===== src/hdl/cam_pkg.sv =====
// Purpose : Shared constants for the address map and fetch control block.
// Assumes : 16-bit byte addresses, 8-bit data.
// Notes   : Map offsets and the bank selector reset value live here.
package cam_pkg;
    // ****************************************************************
    // Address map
    // ****************************************************************
    localparam logic [15:0] ROM_END        = 16'hFFFF;    // Last ROM byte.
    localparam logic [15:0] ROM_BASE_8K    = 16'hE000;    // ROM start, 8K option.
    localparam logic [15:0] ROM_BASE_16K   = 16'hC000;    // ROM start, 16K option.
    localparam logic [15:0] RESET_VEC_HI   = 16'hFFFF;    // Reset vector high byte.
    localparam logic [15:0] RESET_VEC_LO   = 16'hFFFE;    // Reset vector low byte.
    localparam logic [15:0] INT_VEC_BASE   = 16'hFFE0;    // Interrupt vector table start.
    localparam logic [15:0] CALL_VEC_BASE  = 16'hFFC0;    // Vector call table start.
    localparam logic [15:0] CALL_VEC_END   = 16'hFFDF;    // Vector call table end.
    localparam logic [15:0] PAGE_BASE      = 16'hFF00;    // Page call entry page.
    localparam logic [15:0] PAGE_USE_END   = 16'hFFBF;    // Normal page call limit.
    localparam logic [15:0] RAM_BASE       = 16'h0040;    // First RAM byte.
    localparam logic [15:0] RAM_SIZE_256   = 16'h0100;    // RAM size options.
    localparam logic [15:0] RAM_SIZE_512   = 16'h0200;
    localparam logic [15:0] RAM_SIZE_1K    = 16'h0400;
    localparam logic [15:0] DIRECT_END     = 16'h00FF;    // Short direct window end.
    localparam logic [15:0] BANK_AREA_SIZE = 16'h0080;    // Register bank alias bytes.
    localparam logic [15:0] DBUF_BASE      = 16'h0F80;    // Data-buffer space start.
    localparam logic [15:0] DBUF_END       = 16'h0FFF;    // Data-buffer space end.
    localparam logic [15:0] PC_PREFETCH    = 16'h0002;    // Prefetch offset.
    localparam logic [3:0]  BANK_RESET     = 4'h0;        // Bank selector after reset.
    localparam logic [7:0]  UNDEF_READ     = 8'hFF;       // Read value of unmapped space.
    // ****************************************************************
    // Types
    // ****************************************************************
    typedef enum logic [1:0] {
        CAM_REG_ROM,
        CAM_REG_RAM,
        CAM_REG_SFS,
        CAM_REG_DBS
    } cam_region_e;
    typedef enum logic [2:0] {
        CAM_PC_NONE,
        CAM_PC_SEQ,
        CAM_PC_SHORT_REL,
        CAM_PC_LONG_REL,
        CAM_PC_ABS,
        CAM_PC_PC_PLUS_A,
        CAM_PC_TABLE_CALL,
        CAM_PC_PAGE_CALL
    } cam_pcop_e;
endpackage


===== src/hdl/cam_addr_fetch.sv =====
// Purpose : Address decoding and program counter control for an 8-bit core.
// Assumes : One clock, clk_sys at 200 MHz; the fetch side keeps one op per cycle.
// Notes   : RAM is held in flip-flops; ROM is read through an external port.
module cam_addr_fetch #(
    parameter int          RAM_BYTES = 256,                 // RAM size option.
    parameter logic [15:0] ROM_BASE  = cam_pkg::ROM_BASE_8K // ROM start option.
) (
    input  wire logic        clk_sys,        // System clock.
    input  wire logic        arst_n,         // Asynchronous reset, active low.
    input  wire logic        pcop_valid,     // A program counter operation is offered.
    input  wire logic [2:0]  pcop_kind,      // Operation kind, cam_pcop_e coding.
    input  wire logic [7:0]  pcop_disp,      // Displacement, call number or page offset.
    input  wire logic [15:0] pcop_target,    // Absolute jump target.
    input  wire logic [7:0]  pcop_acc,       // Accumulator for PC plus A.
    input  wire logic [15:0] data_addr,      // Data access address.
    input  wire logic        data_rd,        // Data read strobe.
    input  wire logic        data_wr,        // Data write strobe.
    input  wire logic [7:0]  data_wdata,     // Data write value.
    output logic      [7:0]  data_rdata,     // Data read value, registered.
    input  wire logic        pcrel_rd,       // Table read at PC plus A.
    input  wire logic        bank_wr,        // Bank selector write strobe.
    input  wire logic [3:0]  bank_wdata,     // New bank selector.
    output logic      [3:0]  bank_sel,       // Current bank selector.
    output logic      [2:0]  bank_reg_idx,   // Register index inside current bank.
    output logic      [7:0]  bank_reg_data,  // Selected bank register, registered.
    output logic      [15:0] rom_addr,       // ROM read address.
    input  wire logic [7:0]  rom_data,       // ROM read data.
    output logic             sel_rom,        // Region select, ROM.
    output logic             sel_ram,        // Region select, RAM.
    output logic             sel_sfs,        // Region select, special function space.
    output logic             sel_dbs,        // Region select, data-buffer space.
    output logic             direct_ok,      // Address lies in short direct window.
    input  wire logic [7:0]  io_rdata,       // Peripheral read data.
    output logic      [15:0] pc,             // Visible program counter.
    output logic      [15:0] fetch_addr,     // Address of current instruction.
    output logic             boot_busy,      // Reset vector still being fetched.
    output logic             trap_rst_o,     // Reset pin output value, low on trap.
    output logic             trap_rst_oe     // Reset pin output enable.
);
    // ****************************************************************
    // Reset release
    // ****************************************************************
    logic [1:0] rst_sync_q;                      // Reset release stages.
    logic       rst_n;                           // Synchronised reset.
    // Reset is released through two flops so deassertion is clean.
    always_ff @(posedge clk_sys or negedge arst_n) begin
        if (!arst_n) begin
            rst_sync_q <= 2'b00;
        end else begin
            rst_sync_q <= {rst_sync_q[0], 1'b1};
        end
    end
    assign rst_n = rst_sync_q[1];

    localparam logic [15:0] RAM_LAST = 16'(cam_pkg::RAM_BASE + 16'(RAM_BYTES) - 16'h0001);
    localparam int          RAM_AW   = $clog2(RAM_BYTES);

    // ****************************************************************
    // Region decode
    // ****************************************************************
    // Classify one address; used for data access and fetch check alike.
    function automatic cam_pkg::cam_region_e region_of(input logic [15:0] a);
        if (a >= ROM_BASE) begin
            region_of = cam_pkg::CAM_REG_ROM;
        end else if (a >= cam_pkg::RAM_BASE && a <= RAM_LAST) begin
            region_of = cam_pkg::CAM_REG_RAM;
        end else if (a < cam_pkg::RAM_BASE) begin
            region_of = cam_pkg::CAM_REG_SFS;
        end else begin
            // Holes and the buffer area all go to the data-buffer space so
            // that one select is always active; unpopulated holes read undefined.
            region_of = cam_pkg::CAM_REG_DBS;
        end
    endfunction

    cam_pkg::cam_region_e data_region;           // Region of data_addr.
    logic                 dbs_hole;              // Unpopulated address.
    always_comb begin
        data_region = region_of(data_addr);
        sel_rom     = (data_region == cam_pkg::CAM_REG_ROM);
        sel_ram     = (data_region == cam_pkg::CAM_REG_RAM);
        sel_sfs     = (data_region == cam_pkg::CAM_REG_SFS);
        sel_dbs     = (data_region == cam_pkg::CAM_REG_DBS);
        dbs_hole    = sel_dbs && !(data_addr >= cam_pkg::DBUF_BASE &&
                                   data_addr <= cam_pkg::DBUF_END);
        direct_ok   = (data_addr <= cam_pkg::DIRECT_END);
    end

    // ****************************************************************
    // Program counter and fetch
    // ****************************************************************
    typedef enum logic [1:0] {
        CAM_BOOT_HI,
        CAM_BOOT_LO,
        CAM_RUN
    } cam_boot_e;

    cam_boot_e   boot_q,  boot_d;                // Reset vector fetch state.
    logic [15:0] pc_q,    pc_d;                  // Address of current instruction.
    logic [7:0]  vhi_q,   vhi_d;                 // Captured vector high byte.
    logic        trap_q,  trap_d;                // Address trap active.
    logic [15:0] pc_vis;                         // Prefetch-adjusted PC.
    logic [15:0] vec_addr;                       // Table vector address.

    assign pc_vis = 16'(pc_q + cam_pkg::PC_PREFETCH);

    // Next PC. All adds wrap in 16 bits: there is no page or bank limit.
    always_comb begin
        boot_d   = boot_q;
        pc_d     = pc_q;
        vhi_d    = vhi_q;
        trap_d   = 1'b0;
        vec_addr = 16'(cam_pkg::CALL_VEC_BASE + {11'h000, pcop_disp[3:0], 1'b0});
        rom_addr = data_addr;
        case (boot_q)
            CAM_BOOT_HI: begin
                rom_addr = cam_pkg::RESET_VEC_HI;
                vhi_d    = rom_data;
                boot_d   = CAM_BOOT_LO;
            end
            CAM_BOOT_LO: begin
                rom_addr = cam_pkg::RESET_VEC_LO;
                pc_d     = {vhi_q, rom_data};
                boot_d   = CAM_RUN;
            end
            default: begin
                if (pcrel_rd) begin
                    rom_addr = 16'(pc_vis + {8'h00, pcop_acc});
                end
                if (pcop_valid) begin
                    case (cam_pkg::cam_pcop_e'(pcop_kind))
                        cam_pkg::CAM_PC_SEQ:
                            pc_d = 16'(pc_q + 16'h0001);
                        cam_pkg::CAM_PC_SHORT_REL:
                            pc_d = 16'(pc_vis + {11'h000, pcop_disp[4:0]});
                        cam_pkg::CAM_PC_LONG_REL:
                            pc_d = 16'(pc_vis + {{8{pcop_disp[7]}}, pcop_disp});
                        cam_pkg::CAM_PC_ABS:
                            pc_d = pcop_target;
                        cam_pkg::CAM_PC_PC_PLUS_A:
                            pc_d = 16'(pc_vis + {8'h00, pcop_acc});
                        cam_pkg::CAM_PC_TABLE_CALL: begin
                            // Read the high byte of the little-endian call vector pair; the
                            // outside logic supplies the low byte as target.
                            rom_addr = 16'(vec_addr + 16'h0001);
                            pc_d     = {rom_data, pcop_target[7:0]};
                        end
                        cam_pkg::CAM_PC_PAGE_CALL:
                            pc_d = {cam_pkg::PAGE_BASE[15:8], pcop_disp};
                        default: ;
                    endcase
                end
                // Executing from RAM raises the address trap and restarts the vector fetch.
                if (region_of(pc_d) == cam_pkg::CAM_REG_RAM) begin
                    trap_d = 1'b1;
                    boot_d = CAM_BOOT_HI;
                end
            end
        endcase
    end

    always_ff @(posedge clk_sys or negedge rst_n) begin
        if (!rst_n) begin
            boot_q <= CAM_BOOT_HI;
            pc_q   <= 16'h0000;
            vhi_q  <= 8'h00;
            trap_q <= 1'b0;
        end else begin
            boot_q <= boot_d;
            pc_q   <= pc_d;
            vhi_q  <= vhi_d;
            trap_q <= trap_d;
        end
    end

    assign pc          = pc_vis;
    assign fetch_addr  = pc_q;
    assign boot_busy   = (boot_q != CAM_RUN);
    assign trap_rst_o  = 1'b0;
    assign trap_rst_oe = trap_q;

    // ****************************************************************
    // Data RAM with register bank alias
    // ****************************************************************
    logic [7:0]        ram_q [RAM_BYTES];        // RAM storage.
    logic [RAM_AW-1:0] ram_idx;                  // RAM index of data_addr.
    logic [RAM_AW-1:0] bank_idx;                 // RAM index of bank register.
    logic [3:0]        bank_q, bank_d;           // Bank selector.
    logic [7:0]        rdata_q, rdata_d;         // Read data register.
    logic [7:0]        breg_q, breg_d;           // Bank register read register.

    // Bank registers share the RAM cells; no separate register file exists.
    always_comb begin
        ram_idx  = RAM_AW'(16'(data_addr - cam_pkg::RAM_BASE));
        bank_idx = RAM_AW'({bank_q, bank_reg_idx});
        bank_d   = bank_wr ? bank_wdata : bank_q;
        breg_d   = ram_q[bank_idx];
        if (!data_rd) begin
            rdata_d = rdata_q;
        end else if (sel_rom) begin
            rdata_d = rom_data;
        end else if (sel_ram) begin
            rdata_d = ram_q[ram_idx];
        end else if (dbs_hole) begin
            rdata_d = cam_pkg::UNDEF_READ;
        end else begin
            rdata_d = io_rdata;
        end
    end

    // Contents are not reset: RAM is undefined after power-up.
    always_ff @(posedge clk_sys) begin
        if (data_wr && sel_ram) begin
            ram_q[ram_idx] <= data_wdata;
        end
    end

    always_ff @(posedge clk_sys or negedge rst_n) begin
        if (!rst_n) begin
            bank_q  <= cam_pkg::BANK_RESET;
            rdata_q <= 8'h00;
            breg_q  <= 8'h00;
        end else begin
            bank_q  <= bank_d;
            rdata_q <= rdata_d;
            breg_q  <= breg_d;
        end
    end

    assign bank_reg_idx  = pcop_disp[2:0];
    assign bank_sel      = bank_q;
    assign bank_reg_data = breg_q;
    assign data_rdata    = rdata_q;
endmodule


===== config.mk =====
export PLATFORM = sky130hd
export DESIGN_NAME = cam_addr_fetch
export DESIGN_NICKNAME = d
export VERILOG_FILES = /design/src/hdl/cam_pkg.sv /design/src/hdl/cam_addr_fetch.sv
export SDC_FILE = /design/constraint.sdc
export NUM_CORES = 2
export LEC_CHECK = 0
export BUFFER_PORTS_ARGS = -buffer_cell sky130_fd_sc_hd__buf_2
export CAP_MARGIN = 20
export CORE_MARGIN = 1.5
export CORE_UTILIZATION = 64
export DETAILED_ROUTE_END_ITERATION = 8
export PLACE_DENSITY = 0.81
export SYNTH_ARGS = -nofsm -noshare
export SYNTH_HDL_FRONTEND = slang
export SYNTH_SLANG_ARGS = --single-unit

===== constraint.sdc =====
create_clock -name clk_sys -period 6.4 [get_ports clk_sys]
set_clock_uncertainty 0.1 [all_clocks]
set_input_delay 1.28 -clock clk_sys [delete_from_list [all_inputs] [get_ports clk_sys]]
set_output_delay 1.28 -clock clk_sys [all_outputs]
set_load 0.05 [all_outputs]

==> results_dict.tcl <==
set metrics [dict create \
    synth.most_common_cell "edfxtp_1" \
    start_util_pct 64.8 \
    ys_types 70 \
    antenna_found_initial 14 \
    grt_pass1_vias 52323 \
    cts_tree "yes" \
    ctsHoldBuffers 0 \
    cts.sink_count 2097 \
    die_h_um 382 \
    dieArea_um2 146000 \
    worstSetupEndpointType "output port" \
    regToRegSetupSlack_ps 1450 \
    finalNonFillerCells 6748 \
    finalHoldViolCount 0 \
    max_freq_mhz 165 \
    ant_nets 0 \
    cp_max_fo 17 \
    ys_ff_latch 2097 \
    synthTopCellsByCount "edfxtp_1 (2048), mux4_2 (1016), nor2_1 (306)" \
    area_growth_pct 12.1 \
    drt_pre_antenna_iters 8 \
    max_slew.worst_pin.slew_ps 1220 \
    grt_pass1_wl_um 397000 \
    synth_edf_count 2048 \
    dpl.hpwl_um 164000 \
    synth_nets 4454 \
    wire_per_inst_um 41.6 \
    yosys_warnings 0 \
    cts_root_buf "clkbuf_16" \
    setup_viol 0 \
    die_w_um 382 \
    post_cts_buffers 0 \
    r2r-start "fetch_addr[6]$_DFFE_PN0N_" \
    cts_max_path_buffers 3 \
    viasPerCell 7.90 \
    critical_path_required_ps 5020 \
    post-synth-top-area-fraction_pct 66.8 \
    port_buffers 163 \
    synth.avg_cell_area_um2 21.2 \
    cts_made_buffers 202 \
    start_kind "flip-flop" \
    async_reset_ff_share_pct 2.34 \
    maxSlewHeadroom_pct 18.9 \
    overflow 0 \
    r2r_cells 12 \
    track_usage_pct 39.1 \
    cts_max_level 4 \
    min_path_type "in2async" \
    power_density_nw_per_um2 295 \
    fin_crit_sh_pct 94.9 \
    outcome "finished clean" \
    cts.repair.resized 0 \
    dominantRegCellSynth "edfxtp_1" \
    synthTopCellsByArea "edfxtp_1 (67%), mux4_2 (25%), dfrtp_1 (1.3%)" \
    finalPower_uw 30500 \
    gp_congestion 1.00 \
    slew_violations 0 \
    ios 165 \
    yosysSeqAreaShare_pct 68.1 \
    layout_min_cycle_time_ps 6080 \
    r2r_end "trap_rst_oe$_DFF_PN0_" \
    drive_gt1_share_pct 37.7 \
    wirelength_um 280000 \
    drc 0 \
    worstPathArrival_ps 4700 \
    vias 53291 \
    fin_nets 4803 \
    coreArea_um2 142000 \
    startpoint "fetch_addr[3]$_DFFE_PN0N_" \
    grt_max_degree 225 \
    clkLatencyLatePin_ps 860 \
    maxCapViolations 0 \
    endpoint "rom_addr[15]" \
    rows 138 \
    netlist_area_um2 92100 \
    final.setup.tns_ps 0 \
    critPathKind "reg2out" \
    drt-initial-drc-count 9731 \
    p_leak_uw 0.0327 \
    synth_cells 4336 \
    yosys.area.top_type "edfxtp_1" \
    peakVddDrop_v 0.000281 \
    dp.cells 6370 \
    clkSlewWorstSetupHoldPaths_ps 60 \
    fin_util_pct 72.6 \
    rsz0062_at_grt "false" \
]
==> per-stage QoR <==
| step | hold WS (ps) | worst slack (ps) | area (um2) |
|---|---|---|---|
| 3_3_place_gp | 237 | 925 | 96700 |
| 4_1_cts | 96.7 | 40.7 | 103000 |
| 2_1_floorplan | 231 | 355 | 92100 |
| 3_5_place_dp | 243 | 880 | 96700 |
| 5_1_grt | 128 | 75.8 | 103000 |
| 6_report | 142 | 324 | 103000 |
==> where the power goes <==
group	switching, uW	internal [uW]
sequential	112	15100
combinational	2130	1180
clock	5320	6630
==> area by class of cell <==
type / count / area (um2)
Clock buffer: 240 / 5280
Tap cell: 1890 / 2360
Fill cell: 7484 / 38900
Antenna cell: 4 / 10.0
Sequential cell: 2097 / 62700
Clock inverter: 133 / 1220
Multi-Input combinational cell: 1896 / 28000
Timing Repair Buffer: 464 / 3510
Inverter: 24 / 90.1
==> layout by cell type, fill, tap and decap left out, types with 6 or more instances in the layout <==
cell	netlist	routed
nand2_1	97	85
o311ai_0	7	7
a221oi_1	12	12
and3_1	14	14
o21a_1	9	9
xor2_1	24	24
o31ai_1	8	8
ha_1	30	29
mux4_2	1016	1016
a21oi_1	52	52
buf_12	0	23
nand2_2	0	12
o21ai_0	51	50
nor2_1	306	306
a31oi_1	13	13
dfrtp_1	49	46
mux2i_1	9	9
edfxtp_1	2048	2048
clkinv_2	0	52
clkinvlp_4	0	6
mux2_2	22	22
clkbuf_8	0	8
buf_4	8	279
xnor2_1	20	20
buf_2	55	147
inv_1	24	24
nand4_1	8	8
nor2b_1	28	28
nand3_1	24	20
nor3_1	16	16
clkbuf_1	193	34
bufinv_16	0	18
clkbuf_16	0	206
o211ai_1	16	16
nor4_1	12	12
a211oi_1	16	15
clkinv_1	0	43
o22ai_1	6	6
==> registers in the layout, summed over array words and instances (netlist names) <==
register / cells
fetch_addr: 16
bank_reg_data: 8
boot_q: 2
vhi_q: 8
bank_sel: 4
ram_q: 2048
rst_sync_q: 2
data_rdata: 8
trap_rst_oe: 1
==> critical path, cell delays in order (launching register included) <==
cell and delay, ps:
dfrtp_1 640, nand3_2 370, nor2_1 310, xor2_1 110
ha_1 450, o211a_1 200, a211oi_1 60, a211oi_2 420
o21ai_1 210, or3b_1 500, xnor2_1 160, nor2_1 50
o21ai_1 110, buf_2 280
==> logic make-up (layout without fill, tap and decap cells) <==
group / after synthesis / count (layout) / synth area share, %
buffers and inverters: 343 / 861 / 1.52
adders and majority gates: 34 / 34 / 0.473
other: 2 / 6 / 0.00816
xor gates and xnor gates: 45 / 45 / 0.443
AOI/OAI and AO/OA: 233 / 233 / 1.67
DFF: 2097 / 2097 / 68.1
muxes: 1047 / 1047 / 25.2
and+or+nand+nor: 535 / 535 / 2.54
==> worst min path at each step <==
stage	cells past startpoint	startpoint	end
CTS	1	arst_n	rst_sync_q[1]$_DFF_PN0_
global route	1	arst_n	rst_sync_q[0]$_DFF_PN0_
finish	1	arst_n	rst_sync_q[1]$_DFF_PN0_
global placement	0	rst_sync_q[0]$_DFF_PN0_	rst_sync_q[1]$_DFF_PN0_
floorplan	0	rst_sync_q[0]$_DFF_PN0_	rst_sync_q[1]$_DFF_PN0_
detailed placement	0	rst_sync_q[0]$_DFF_PN0_	rst_sync_q[1]$_DFF_PN0_
==> per-layer routing <==
metal	part of all wire [%]	track usage, %	up-vias	routed length [um]
met5	0.065	0.298	-	182
met2	47	60.0	5739	133000
met1	32	52.2	27183	89400
met3	15	11.4	1028	41400
li1	-	-	19323	-
met4	6.0	19.0	18	16900
(Power assumes the default switching activity.)
